## src/include/tsc_cfg_regs.vh

```
/*
  Constants for the temperature sensor configuration register block:
  bus codes, field positions, reset values and conversion times.
  Assumes it is included by its bare name from the design file.
*/
`ifndef TSC_CFG_REGS_VH
`define TSC_CFG_REGS_VH

`define TSC_ADDR_HI        4'h9
`define TSC_PTR_CONFIG     8'h01

`define TSC_BIT_ONE_SHOT   7
`define TSC_RES_HI         6
`define TSC_RES_LO         5
`define TSC_FQ_HI          4
`define TSC_FQ_LO          3
`define TSC_BIT_POLARITY   2
`define TSC_BIT_MODE       1
`define TSC_BIT_SHUTDOWN   0
`define TSC_BIT_NV_BUSY    0

`define TSC_RST_RES        2'h0
`define TSC_RST_FQ         2'h0
`define TSC_RST_POL        1'h0
`define TSC_RST_MODE       1'h0
`define TSC_RST_SHUTDOWN   1'h1

`define TSC_CLK_KHZ        20000
`define TSC_T_CONV9_MS     25
`define TSC_T_CONV10_MS    50
`define TSC_T_CONV11_MS    100
`define TSC_T_CONV12_MS    200

`endif

```

## src/tsc_cfg_top.v

```verilog
/*
  Configuration register of a two-wire temperature sensor: a two-wire
  slave that writes and reads the register, a conversion timebase with
  shutdown and one-shot control, and the fault queue behind the alert pin.
  Assumes the nonvolatile register logic sits on the same clock and drives
  the stored fields, lock bits and busy flag; the bus pins and the address
  straps come from outside and are synchronised here.
*/
`timescale 1ns/100ps
`include "tsc_cfg_regs.vh"

module tsc_cfg_top #(
  parameter CONV9_CYC  = `TSC_T_CONV9_MS  * `TSC_CLK_KHZ,
  parameter CONV10_CYC = `TSC_T_CONV10_MS * `TSC_CLK_KHZ,
  parameter CONV11_CYC = `TSC_T_CONV11_MS * `TSC_CLK_KHZ,
  parameter CONV12_CYC = `TSC_T_CONV12_MS * `TSC_CLK_KHZ
) (
  input  wire       i_sys_clk,
  input  wire       i_rstn,
  input  wire       i_scl,
  input  wire       i_sda,
  output wire       o_sda_out,
  output reg        o_sda_oe,
  input  wire [2:0] i_strapped_address_bits,
  input  wire [1:0] i_stored_resolution,
  input  wire [1:0] i_stored_fault_queue,
  input  wire       i_stored_polarity,
  input  wire       i_stored_thermostat_mode,
  input  wire       i_stored_shutdown,
  input  wire       i_register_lock,
  input  wire       i_permanent_lockdown,
  input  wire       i_nv_busy_flag,
  input  wire       i_copy_nv_to_vol,
  input  wire       i_copy_vol_to_nv,
  input  wire       i_temp_fault,
  output reg        o_copy_to_nv,
  output reg        o_temp_update,
  output reg        o_conv_active,
  output reg        o_alert,
  output wire [7:0] o_config
);

  localparam ST_IDLE = 3'h0;
  localparam ST_RX   = 3'h1;
  localparam ST_ACK  = 3'h2;
  localparam ST_TX   = 3'h3;
  localparam ST_MACK = 3'h4;

  reg       scl_s1_q, scl_s2_q, scl_d_q;
  reg       sda_s1_q, sda_s2_q, sda_d_q;
  reg [2:0] adr_s1_q, adr_s2_q;
  reg [2:0] state_q;
  reg [3:0] bit_cnt_q;
  reg [1:0] byte_cnt_q;
  reg [7:0] shift_q;
  reg [7:0] ptr_q;
  reg       read_q;
  reg       rd_byte_q;
  reg       loaded_q;
  reg       one_shot_q;
  reg [1:0] res_q;
  reg [1:0] fq_q;
  reg       pol_q;
  reg       mode_q;
  reg       sd_q;
  reg       running_q;
  reg [21:0] conv_cnt_q;
  reg [2:0] fault_cnt_q;
  reg       alert_act_q;

  wire scl_rise = scl_s2_q & ~scl_d_q;
  wire scl_fall = ~scl_s2_q & scl_d_q;
  wire start_c  = scl_s2_q & scl_d_q & sda_d_q & ~sda_s2_q;
  wire stop_c   = scl_s2_q & scl_d_q & ~sda_d_q & sda_s2_q;
  wire locked   = i_register_lock | i_permanent_lockdown;
  wire addr_hit = (shift_q[7:1] == {`TSC_ADDR_HI, adr_s2_q});
  wire cfg_wr   = (state_q == ST_RX) && scl_fall && (bit_cnt_q == 4'h8)
                  && (byte_cnt_q == 2'h2) && !read_q
                  && (ptr_q == `TSC_PTR_CONFIG);
  wire wr_ok    = cfg_wr && !locked;
  wire conv_end = running_q && (conv_cnt_q == 22'h000000);

  wire [7:0] cfg_hi = {1'b0, res_q, fq_q, pol_q, mode_q, sd_q};
  wire [7:0] cfg_lo = {7'h00, i_nv_busy_flag};
  wire [7:0] tx_byte = rd_byte_q ? cfg_lo : cfg_hi;

  assign o_sda_out = 1'b0;
  assign o_config  = {one_shot_q, res_q, fq_q, pol_q, mode_q, sd_q};

  reg [21:0] conv_len;
  reg [2:0]  fq_need;
  always @* begin
    case (res_q)
      2'h0:    conv_len = CONV9_CYC[21:0]  - 22'h1;
      2'h1:    conv_len = CONV10_CYC[21:0] - 22'h1;
      2'h2:    conv_len = CONV11_CYC[21:0] - 22'h1;
      default: conv_len = CONV12_CYC[21:0] - 22'h1;
    endcase
    case (fq_q)
      2'h0:    fq_need = 3'h1;
      2'h1:    fq_need = 3'h2;
      2'h2:    fq_need = 3'h4;
      default: fq_need = 3'h6;
    endcase
  end

  // Only the second stage of each synchroniser, and for the bus lines its delayed copy, feeds any logic.
  always @(posedge i_sys_clk or negedge i_rstn) begin
    if (!i_rstn) begin
      scl_s1_q <= 1'b1;
      scl_s2_q <= 1'b1;
      scl_d_q  <= 1'b1;
      sda_s1_q <= 1'b1;
      sda_s2_q <= 1'b1;
      sda_d_q  <= 1'b1;
      adr_s1_q <= 3'h0;
      adr_s2_q <= 3'h0;
    end else begin
      scl_s1_q <= i_scl;
      scl_s2_q <= scl_s1_q;
      scl_d_q  <= scl_s2_q;
      sda_s1_q <= i_sda;
      sda_s2_q <= sda_s1_q;
      sda_d_q  <= sda_s2_q;
      adr_s1_q <= i_strapped_address_bits;
      adr_s2_q <= adr_s1_q;
    end
  end

  // Two-wire slave. A START or STOP anywhere abandons the byte in flight,
  // so a partial data byte never reaches the register.
  always @(posedge i_sys_clk or negedge i_rstn) begin
    if (!i_rstn) begin
      state_q    <= ST_IDLE;
      bit_cnt_q  <= 4'h0;
      byte_cnt_q <= 2'h0;
      shift_q    <= 8'h00;
      ptr_q      <= 8'h00;
      read_q     <= 1'b0;
      rd_byte_q  <= 1'b0;
      o_sda_oe   <= 1'b0;
    end else if (start_c) begin
      state_q    <= ST_RX;
      bit_cnt_q  <= 4'h0;
      byte_cnt_q <= 2'h0;
      o_sda_oe   <= 1'b0;
    end else if (stop_c) begin
      state_q  <= ST_IDLE;
      o_sda_oe <= 1'b0;
    end else begin
      case (state_q)
        ST_RX: begin
          if (scl_rise) begin
            shift_q   <= {shift_q[6:0], sda_s2_q};
            bit_cnt_q <= bit_cnt_q + 4'h1;
          end else if (scl_fall && bit_cnt_q == 4'h8) begin
            bit_cnt_q <= 4'h0;
            state_q   <= ST_ACK;
            o_sda_oe  <= 1'b1;
            if (byte_cnt_q == 2'h0) begin
              read_q <= shift_q[0];
              rd_byte_q <= 1'b0;
              if (!addr_hit) begin
                state_q  <= ST_IDLE;
                o_sda_oe <= 1'b0;
              end
            end else if (byte_cnt_q == 2'h1) begin
              ptr_q <= shift_q;
            end
            // Extra bytes are acknowledged but stored nowhere.
            if (byte_cnt_q != 2'h3) begin
              byte_cnt_q <= byte_cnt_q + 2'h1;
            end
          end
        end
        ST_ACK: begin
          if (scl_fall) begin
            if (read_q) begin
              state_q  <= ST_TX;
              o_sda_oe <= ~tx_byte[7];
              shift_q  <= {tx_byte[6:0], 1'b0};
            end else begin
              state_q  <= ST_RX;
              o_sda_oe <= 1'b0;
            end
          end
        end
        ST_TX: begin
          if (scl_rise) begin
            bit_cnt_q <= bit_cnt_q + 4'h1;
          end else if (scl_fall) begin
            if (bit_cnt_q == 4'h8) begin
              o_sda_oe  <= 1'b0;
              state_q   <= ST_MACK;
              bit_cnt_q <= 4'h0;
              rd_byte_q <= ~rd_byte_q;
            end else begin
              o_sda_oe <= ~shift_q[7];
              shift_q  <= {shift_q[6:0], 1'b0};
            end
          end
        end
        ST_MACK: begin
          if (scl_rise && sda_s2_q) begin
            state_q <= ST_IDLE;
          end else if (scl_fall) begin
            state_q  <= ST_TX;
            o_sda_oe <= ~tx_byte[7];
            shift_q  <= {tx_byte[6:0], 1'b0};
          end
        end
        default: begin
          o_sda_oe <= 1'b0;
        end
      endcase
    end
  end

  // Stored fields cannot be taken under the asynchronous reset, so the
  // first clock after release copies them in.
  always @(posedge i_sys_clk or negedge i_rstn) begin
    if (!i_rstn) begin
      loaded_q     <= 1'b0;
      res_q        <= `TSC_RST_RES;
      fq_q         <= `TSC_RST_FQ;
      pol_q        <= `TSC_RST_POL;
      mode_q       <= `TSC_RST_MODE;
      sd_q         <= `TSC_RST_SHUTDOWN;
      one_shot_q   <= 1'b0;
      o_copy_to_nv <= 1'b0;
    end else begin
      o_copy_to_nv <= i_copy_vol_to_nv && !i_nv_busy_flag;
      if (!loaded_q || (i_copy_nv_to_vol && !i_nv_busy_flag)) begin
        loaded_q <= 1'b1;
        res_q    <= i_stored_resolution;
        fq_q     <= i_stored_fault_queue;
        pol_q    <= i_stored_polarity;
        mode_q   <= i_stored_thermostat_mode;
        sd_q     <= i_stored_shutdown;
      end else if (wr_ok) begin
        res_q  <= shift_q[`TSC_RES_HI:`TSC_RES_LO];
        fq_q   <= shift_q[`TSC_FQ_HI:`TSC_FQ_LO];
        pol_q  <= shift_q[`TSC_BIT_POLARITY];
        mode_q <= shift_q[`TSC_BIT_MODE];
        sd_q   <= shift_q[`TSC_BIT_SHUTDOWN];
      end
      // A trigger counts only when the engine already sits in shutdown.
      if (wr_ok && shift_q[`TSC_BIT_ONE_SHOT] && sd_q && !running_q
          && shift_q[`TSC_BIT_SHUTDOWN]) begin
        one_shot_q <= 1'b1;
      end else if (conv_end) begin
        one_shot_q <= 1'b0;
      end
    end
  end

  // Conversion timebase and fault queue.
  always @(posedge i_sys_clk or negedge i_rstn) begin
    if (!i_rstn) begin
      running_q     <= 1'b0;
      conv_cnt_q    <= 22'h000000;
      o_temp_update <= 1'b0;
      o_conv_active <= 1'b0;
      fault_cnt_q   <= 3'h0;
      alert_act_q   <= 1'b0;
      o_alert       <= 1'b0;
    end else begin
      o_temp_update <= conv_end;
      if (!running_q) begin
        if (loaded_q && (!sd_q || one_shot_q)) begin
          running_q  <= 1'b1;
          conv_cnt_q <= conv_len;
        end
      end else if (conv_end) begin
        // Shutdown takes effect only at the end of a conversion.
        running_q  <= !sd_q;
        conv_cnt_q <= conv_len;
      end else begin
        conv_cnt_q <= conv_cnt_q - 22'h1;
      end
      o_conv_active <= running_q;
      if (conv_end) begin
        if (!i_temp_fault) begin
          fault_cnt_q <= 3'h0;
          if (!mode_q) begin
            alert_act_q <= 1'b0;
          end
        end else if (fault_cnt_q + 3'h1 >= fq_need) begin
          fault_cnt_q <= fq_need;
          // Interrupt mode fires once per run of faults.
          if (!mode_q || fault_cnt_q + 3'h1 == fq_need) begin
            alert_act_q <= 1'b1;
          end
        end else begin
          fault_cnt_q <= fault_cnt_q + 3'h1;
        end
      end else if (mode_q && state_q == ST_ACK && byte_cnt_q == 2'h1
                   && read_q) begin
        alert_act_q <= 1'b0;
      end
      o_alert <= pol_q ? alert_act_q : ~alert_act_q;
    end
  end

endmodule

```

## config.mk

```make
export PLATFORM = sky130hd
export DESIGN_NAME = tsc_cfg_top
export DESIGN_NICKNAME = d
export VERILOG_FILES = /design/src/tsc_cfg_top.v
export VERILOG_INCLUDE_DIRS = /design/src /design/src/include
export SDC_FILE = /design/constraint.sdc
export NUM_CORES = 1
export LEC_CHECK = 0
export ABC_AREA = 1
export BUFFER_PORTS_ARGS = -buffer_cell sky130_fd_sc_hd__buf_4
export CAP_MARGIN = 20
export CORE_MARGIN = 1
export CORE_UTILIZATION = 25
export CTS_BUF_LIST = sky130_fd_sc_hd__clkbuf_4 sky130_fd_sc_hd__clkbuf_8 sky130_fd_sc_hd__clkbuf_16
export DETAILED_ROUTE_END_ITERATION = 12
export GPL_TIMING_DRIVEN = 1
export PLACE_DENSITY = 0.49
export SYNTH_ARGS = -nofsm -noshare
export SYNTH_HDL_FRONTEND = slang
export SYNTH_SLANG_ARGS = --single-unit
export TNS_END_PERCENT = 5
```

## constraint.sdc

```tcl
create_clock -name i_sys_clk -period 4 [get_ports i_sys_clk]
set_input_delay 0.4 -clock i_sys_clk [delete_from_list [all_inputs] [get_ports i_sys_clk]]
set_output_delay 0.4 -clock i_sys_clk [all_outputs]
set_load 0.1 [all_outputs]
```

---- Word level (Yosys, flattened, before mapping) ----
Cells that the tools add are included.
cells by class
  reductions and logical operators ........ 53
  equality and inequality tests ........... 44
  bitwise gates (word level) .............. 20
  add/sub/neg operators ................... 4
  magnitude comparators ................... 1
  multiplexer cells ....................... 88
operators with widths
  cell                   count
  $mux 22                3
  $pmux 22 s3            1
  $mux 8                 8
  $mux 1                 37
  $mux 3                 12
  $ne 4x4->1 const B     9
  $pmux 8 s4             1
  $mux 4                 7
  $mux 2                 13
  $ne 2x2->1 const B     12
  $logic_not 22->1       1
  $sub 22x1->22 const B  1
  $logic_and 1x1->1      19
  $reduce_bool 2->1      8
  $reduce_and 7->1       2
  $pmux 3 s4             1
  $not 1->1              11
  $reduce_and 11->1      1
  $reduce_and 5->1       2
  $pmux 3 s3             1
  $reduce_and 9->1       1
  $eq 8x1->1 const B     1
  $ne 4x3->1 const B     2
  $pmux 4 s2             1
  other kinds (31)       55
storage, ports and cells
  input port bits ......................... 20
  logic and storage cells ................. 241
  output and inout bits ................... 14
  bits in registers ....................... 80

---- Logic depth before layout (Yosys ltp) ----
  depth in word-level cells ............... 13
  mapped depth ............................ 11
  gate-level depth less buffers ........... 11

---- Worst setup path before layout ----
OpenSTA, ideal clock, no wires.
  path type ............................... reg-to-reg
  start ................................... reg fq_q[1]
  end ..................................... reg fault_cnt_q[0]
  arrival time ............................ 2.131 ns
  path buffers ............................ 0
  clock period less this slack ............ 2.260 ns
  data required time ...................... 3.871 ns
  slack ................................... 1.740 ns
  library setup time ...................... 0.129 ns
  cell stages (with the launch flop) ...... 8
  cells stage by stage .................... dfrtp_1 inv_1 ha_1 nand2_1 o211ai_1 o21ai_0 o21ai_0 o22ai_1
between the ends
  word-level cells in the longest chain between the ends .. 5
  elaborated cells between the ends (all ways) .. 7
  classes of those cells .................. 1 x order compare; 2 x eq/ne; 3 x mux; 1 x reduce/logical
RTL lines
  element                                   RTL line           RTL
  from (decl)                               tsc_cfg_top.v:62   reg [1:0] fq_q;
  from (signal assigned)                    tsc_cfg_top.v:225  fq_q <= `TSC_RST_FQ;
  from (signal assigned)                    tsc_cfg_top.v:236  fq_q <= i_stored_fault_queue;
  from (signal assigned)                    tsc_cfg_top.v:242  fq_q <= shift_q[`TSC_FQ_HI:`TSC_FQ_LO];
  $eq 2x2->1, or another cell as far along  tsc_cfg_top.v:99   case (fq_q)
  $pmux 3 s3 *                              tsc_cfg_top.v:99
  $ge 3x3->1                                tsc_cfg_top.v:288  end else if (fault_cnt_q + 3'h1 >= fq_need) begin
  $mux 3 *                                  tsc_cfg_top.v:288
  $mux 3 *                                  tsc_cfg_top.v:283  if (!i_temp_fault) begin
  to (signal assigned)                      tsc_cfg_top.v:289  fault_cnt_q <= fq_need;
  to (signal assigned)                      tsc_cfg_top.v:295  fault_cnt_q <= fault_cnt_q + 3'h1;
  to (decl)                                 tsc_cfg_top.v:68   reg [2:0] fault_cnt_q;
Every way passes the cells marked *; elsewhere a longest branch is shown, timed or not.
A chain may end at the register's enable or synchronous reset.

---- Worst setup path after layout ----
  start ................................... reg fault_cnt_q[0]
  end ..................................... reg fault_cnt_q[0]
between the ends
  word-level cells in the longest chain between the ends .. 4
RTL lines
  element        RTL line
  $add 3x1->3 *  tsc_cfg_top.v:288, tsc_cfg_top.v:295
  $ge 3x3->1     tsc_cfg_top.v:288
  $mux 3 *       tsc_cfg_top.v:288
  $mux 3 *       tsc_cfg_top.v:283
Marked as above.

==> impl_metrics.tcl <==
set metrics [dict create \
    core_um2 18000 \
    netlist_top_cells_area "dfrtp_1, nand2_1, nor2_1" \
    cp-end-kind "flop" \
    fin_ws_ns 1.94 \
    vias_per_cell 4.47 \
    cp-start-kind "flop" \
    maxCapViolCount 0 \
    drtPass1Iterations 5 \
    slew_viol_final 0 \
    post-place-ws_ns 1.96 \
    cp.required_ns 4.21 \
    met1_length_mm 5.77 \
    ys_ff_latch 80 \
    dieArea_um2 19100 \
    gp_congestion 0.885 \
    power_density_nw_per_um2 489 \
    cts_resized 0 \
    rr_startpoint "fault_cnt_q[0]" \
    finClkSkew_ns 0.0114 \
    worstPathArrival_ns 2.28 \
    synthFlopType "dfrtp_1" \
    max-slew-margin-rel_pct 55.9 \
    swShare_pct 35.4 \
    synth_cell_types 44 \
    worstSetupPathType "flop to flop" \
    p_leak_nw 2.54 \
    routedWlPerCell_um 13.8 \
    grt_usage_pct 13.2 \
    grt_pass1_wl_mm 19.9 \
    die_w_um 138 \
    portBuffers 32 \
    ctsHtreeMaxLevel 3 \
    period_share_pct 51.6 \
    min_path_type "primary input to asynchronous set/reset pin" \
    cts_max_path_buffers 2 \
    drtIter0Drc 261 \
    worstSkewPairLatency_ns 0.34 \
    r2r_end "fault_cnt_q[0]" \
    grt-ovfl-total 0 \
    io_pins 34 \
    grt_setup_unrepaired "no" \
    cp_max_fo 7 \
    antenna_found_initial 0 \
    syn_nets 632 \
    p_seq_share_pct 41.2 \
    routed_wl_mm 11.9 \
    ctsHoldBuffers 0 \
    fin_util_pct 29.9 \
    drive_above_1_share_pct 15.6 \
    grt_pass1_vias 3774 \
    syn_to_final_growth_pct 16.4 \
    die_y_um 138 \
    reg2reg_slack_ns 1.94 \
    drcViolationCount 0 \
    fmax_ghz 0.484 \
    post_cts_buffers 0 \
    min_period_ns 2.06 \
    grt_start_max_net_pins 49 \
    cts_buffers 9 \
    hold_viol_final 0 \
    p_total_w 0.00264 \
    tightest_slew_ns 0.662 \
    dpl.hpwl_mm 9.00 \
    met2_length_mm 5.58 \
    finalHoldWorstSlack_ns 0.0890 \
    combPwrFrac_pct 26.6 \
    setup_viol_count_final 0 \
    clk_pin_slew_ns 0.06 \
    num-fill-cells 1985 \
    synthArstFlopShare_pct 100 \
    power.net_switching_w 0.000933 \
    ff2ff_path_depth 8 \
    clockRootBuffer "clkbuf_16" \
    met3_wirelength_um 456 \
    num_rows 49 \
    setup-tns-final_ns 0 \
    synth_edf_count 0 \
    synth_top_area_cell "dfrtp_1" \
    ys_warn_count 0 \
    synth_cells 597 \
    diodes 0 \
    top_layer_used "met4" \
    p_int_w 0.00170 \
    initial_core_util_pct 25.7 \
    synth_top_cell_area_share_pct 39.5 \
    synth_area_per_cell_um2 7.75 \
    irDropWorstVdd_v 0.000240 \
    cts_tree "built" \
    seq_area_frac_synth_pct 43.4 \
    status "completed" \
    syn_area_um2 4630 \
    clock-sinks 80 \
    num_vias 3855 \
    clockPowerShare_pct 32.2 \
    drtAntennaViolNets 0 \
    final_nets 663 \
]
-- cells in the mapped netlist, types with 7 or more instances --
master and instances:
nor2_1 69, dfrtp_1 73, nand2_1 141, nand4_1 10, ha_1 15, o21ai_0 16, o21ai_1 37, nand3_1 38
inv_1 63, a21oi_1 21, xor2_1 7, dfstp_2 7, inv_2 9, o22ai_1 15
-- cells by family (layout without fill, tap and decap cells) --
group	after synthesis	count (layout)	share of synthesized area, %
AOI/OAI and AO/OA	100	100	12.1
xor gates and xnor gates	13	13	2.46
buffers and inverters	89	125	8.19
DFF	80	80	43.4
and+or+nand+nor	298	298	29.6
other	2	2	0.162
adders and majority gates	15	15	4.06
-- placed cells by master, fill, tap and decap left out, drive strengths merged, types with 12 or more instances in the layout --
cell    synthesis  final
nand4          12     12
a21oi          22     22
inv            72     72
ha             15     15
dfrtp          73     73
nand2         150    150
nand3          41     41
o22ai          15     15
clkbuf          3     13
nor2           79     79
o21ai          53     53
buf            12     35
-- critical path: stages, from the launching register on --
cell and delay (ns):
dfrtp_1 0.40, ha_1 0.21, xor2_1 0.17, ha_1 0.32, nand2_1 0.05, o211ai_1 0.42
o21ai_0 0.16, o21ai_0 0.10, o22ai_1 0.11
-- metal layers --
layer  vias up  GRT usage, %
li1       2009             -
met3         7          2.74
met2        77          21.0
met5         -             0
met1      1762          18.0
met4         0          4.22
-- flip-flops by register name, summed over array words and instances, names as in the netlist, 2 cells and up --
register,flops
ptr_q,8
state_q,3
adr_s1_q,3
res_q,2
adr_s2_q,3
fault_cnt_q,3
fq_q,2
byte_cnt_q,2
conv_cnt_q,22
shift_q,8
bit_cnt_q,4
-- power by group through the flow --
stage	combinational, W	sequential [W]	clock [W]
after floorplan	0.000508	0.00109	0
after global placement	0.000716	0.00110	0
after detailed placement	0.000705	0.00110	0
after CTS	0.000709	0.00109	0.000880
after global routing	0.000804	0.00111	0.000905
final	0.000701	0.00109	0.000848
-- how the worst max path moves through the flow --
stage	slack [ns]	to	cells past startpoint	start
final	1.94	fault_cnt_q[0]	8	fault_cnt_q[0]
after detailed placement	1.96	conv_cnt_q[2]	6	running_q
after floorplan	1.74	fault_cnt_q[0]	7	fq_q[1]
after global routing	1.69	ptr_q[5]	9	bit_cnt_q[0]
after global placement	1.98	ptr_q[7]	6	scl_d_q
after CTS	1.94	conv_cnt_q[2]	6	running_q
-- cell type report --
type                       count  area [um^2]  area share [%]
clock buffer                  13          262            4.85
clock inverter                 3         42.5           0.790
inverter                      74          284            5.27
multi-input combinational    428         2240            41.6
sequential                    80         2010            37.3
tap                          229          287            5.32
timing repair buffer          35          263            4.88
-- stage by stage --
stage / std cells / area [um^2]
2_1_floorplan: 597 / 4630
3_3_place_gp: 845 / 5070
3_5_place_dp: 845 / 5070
4_1_cts: 861 / 5380
5_1_grt: 862 / 5390
6_report: 862 / 5390
Note: power is estimated with default switching activity, not from simulation.
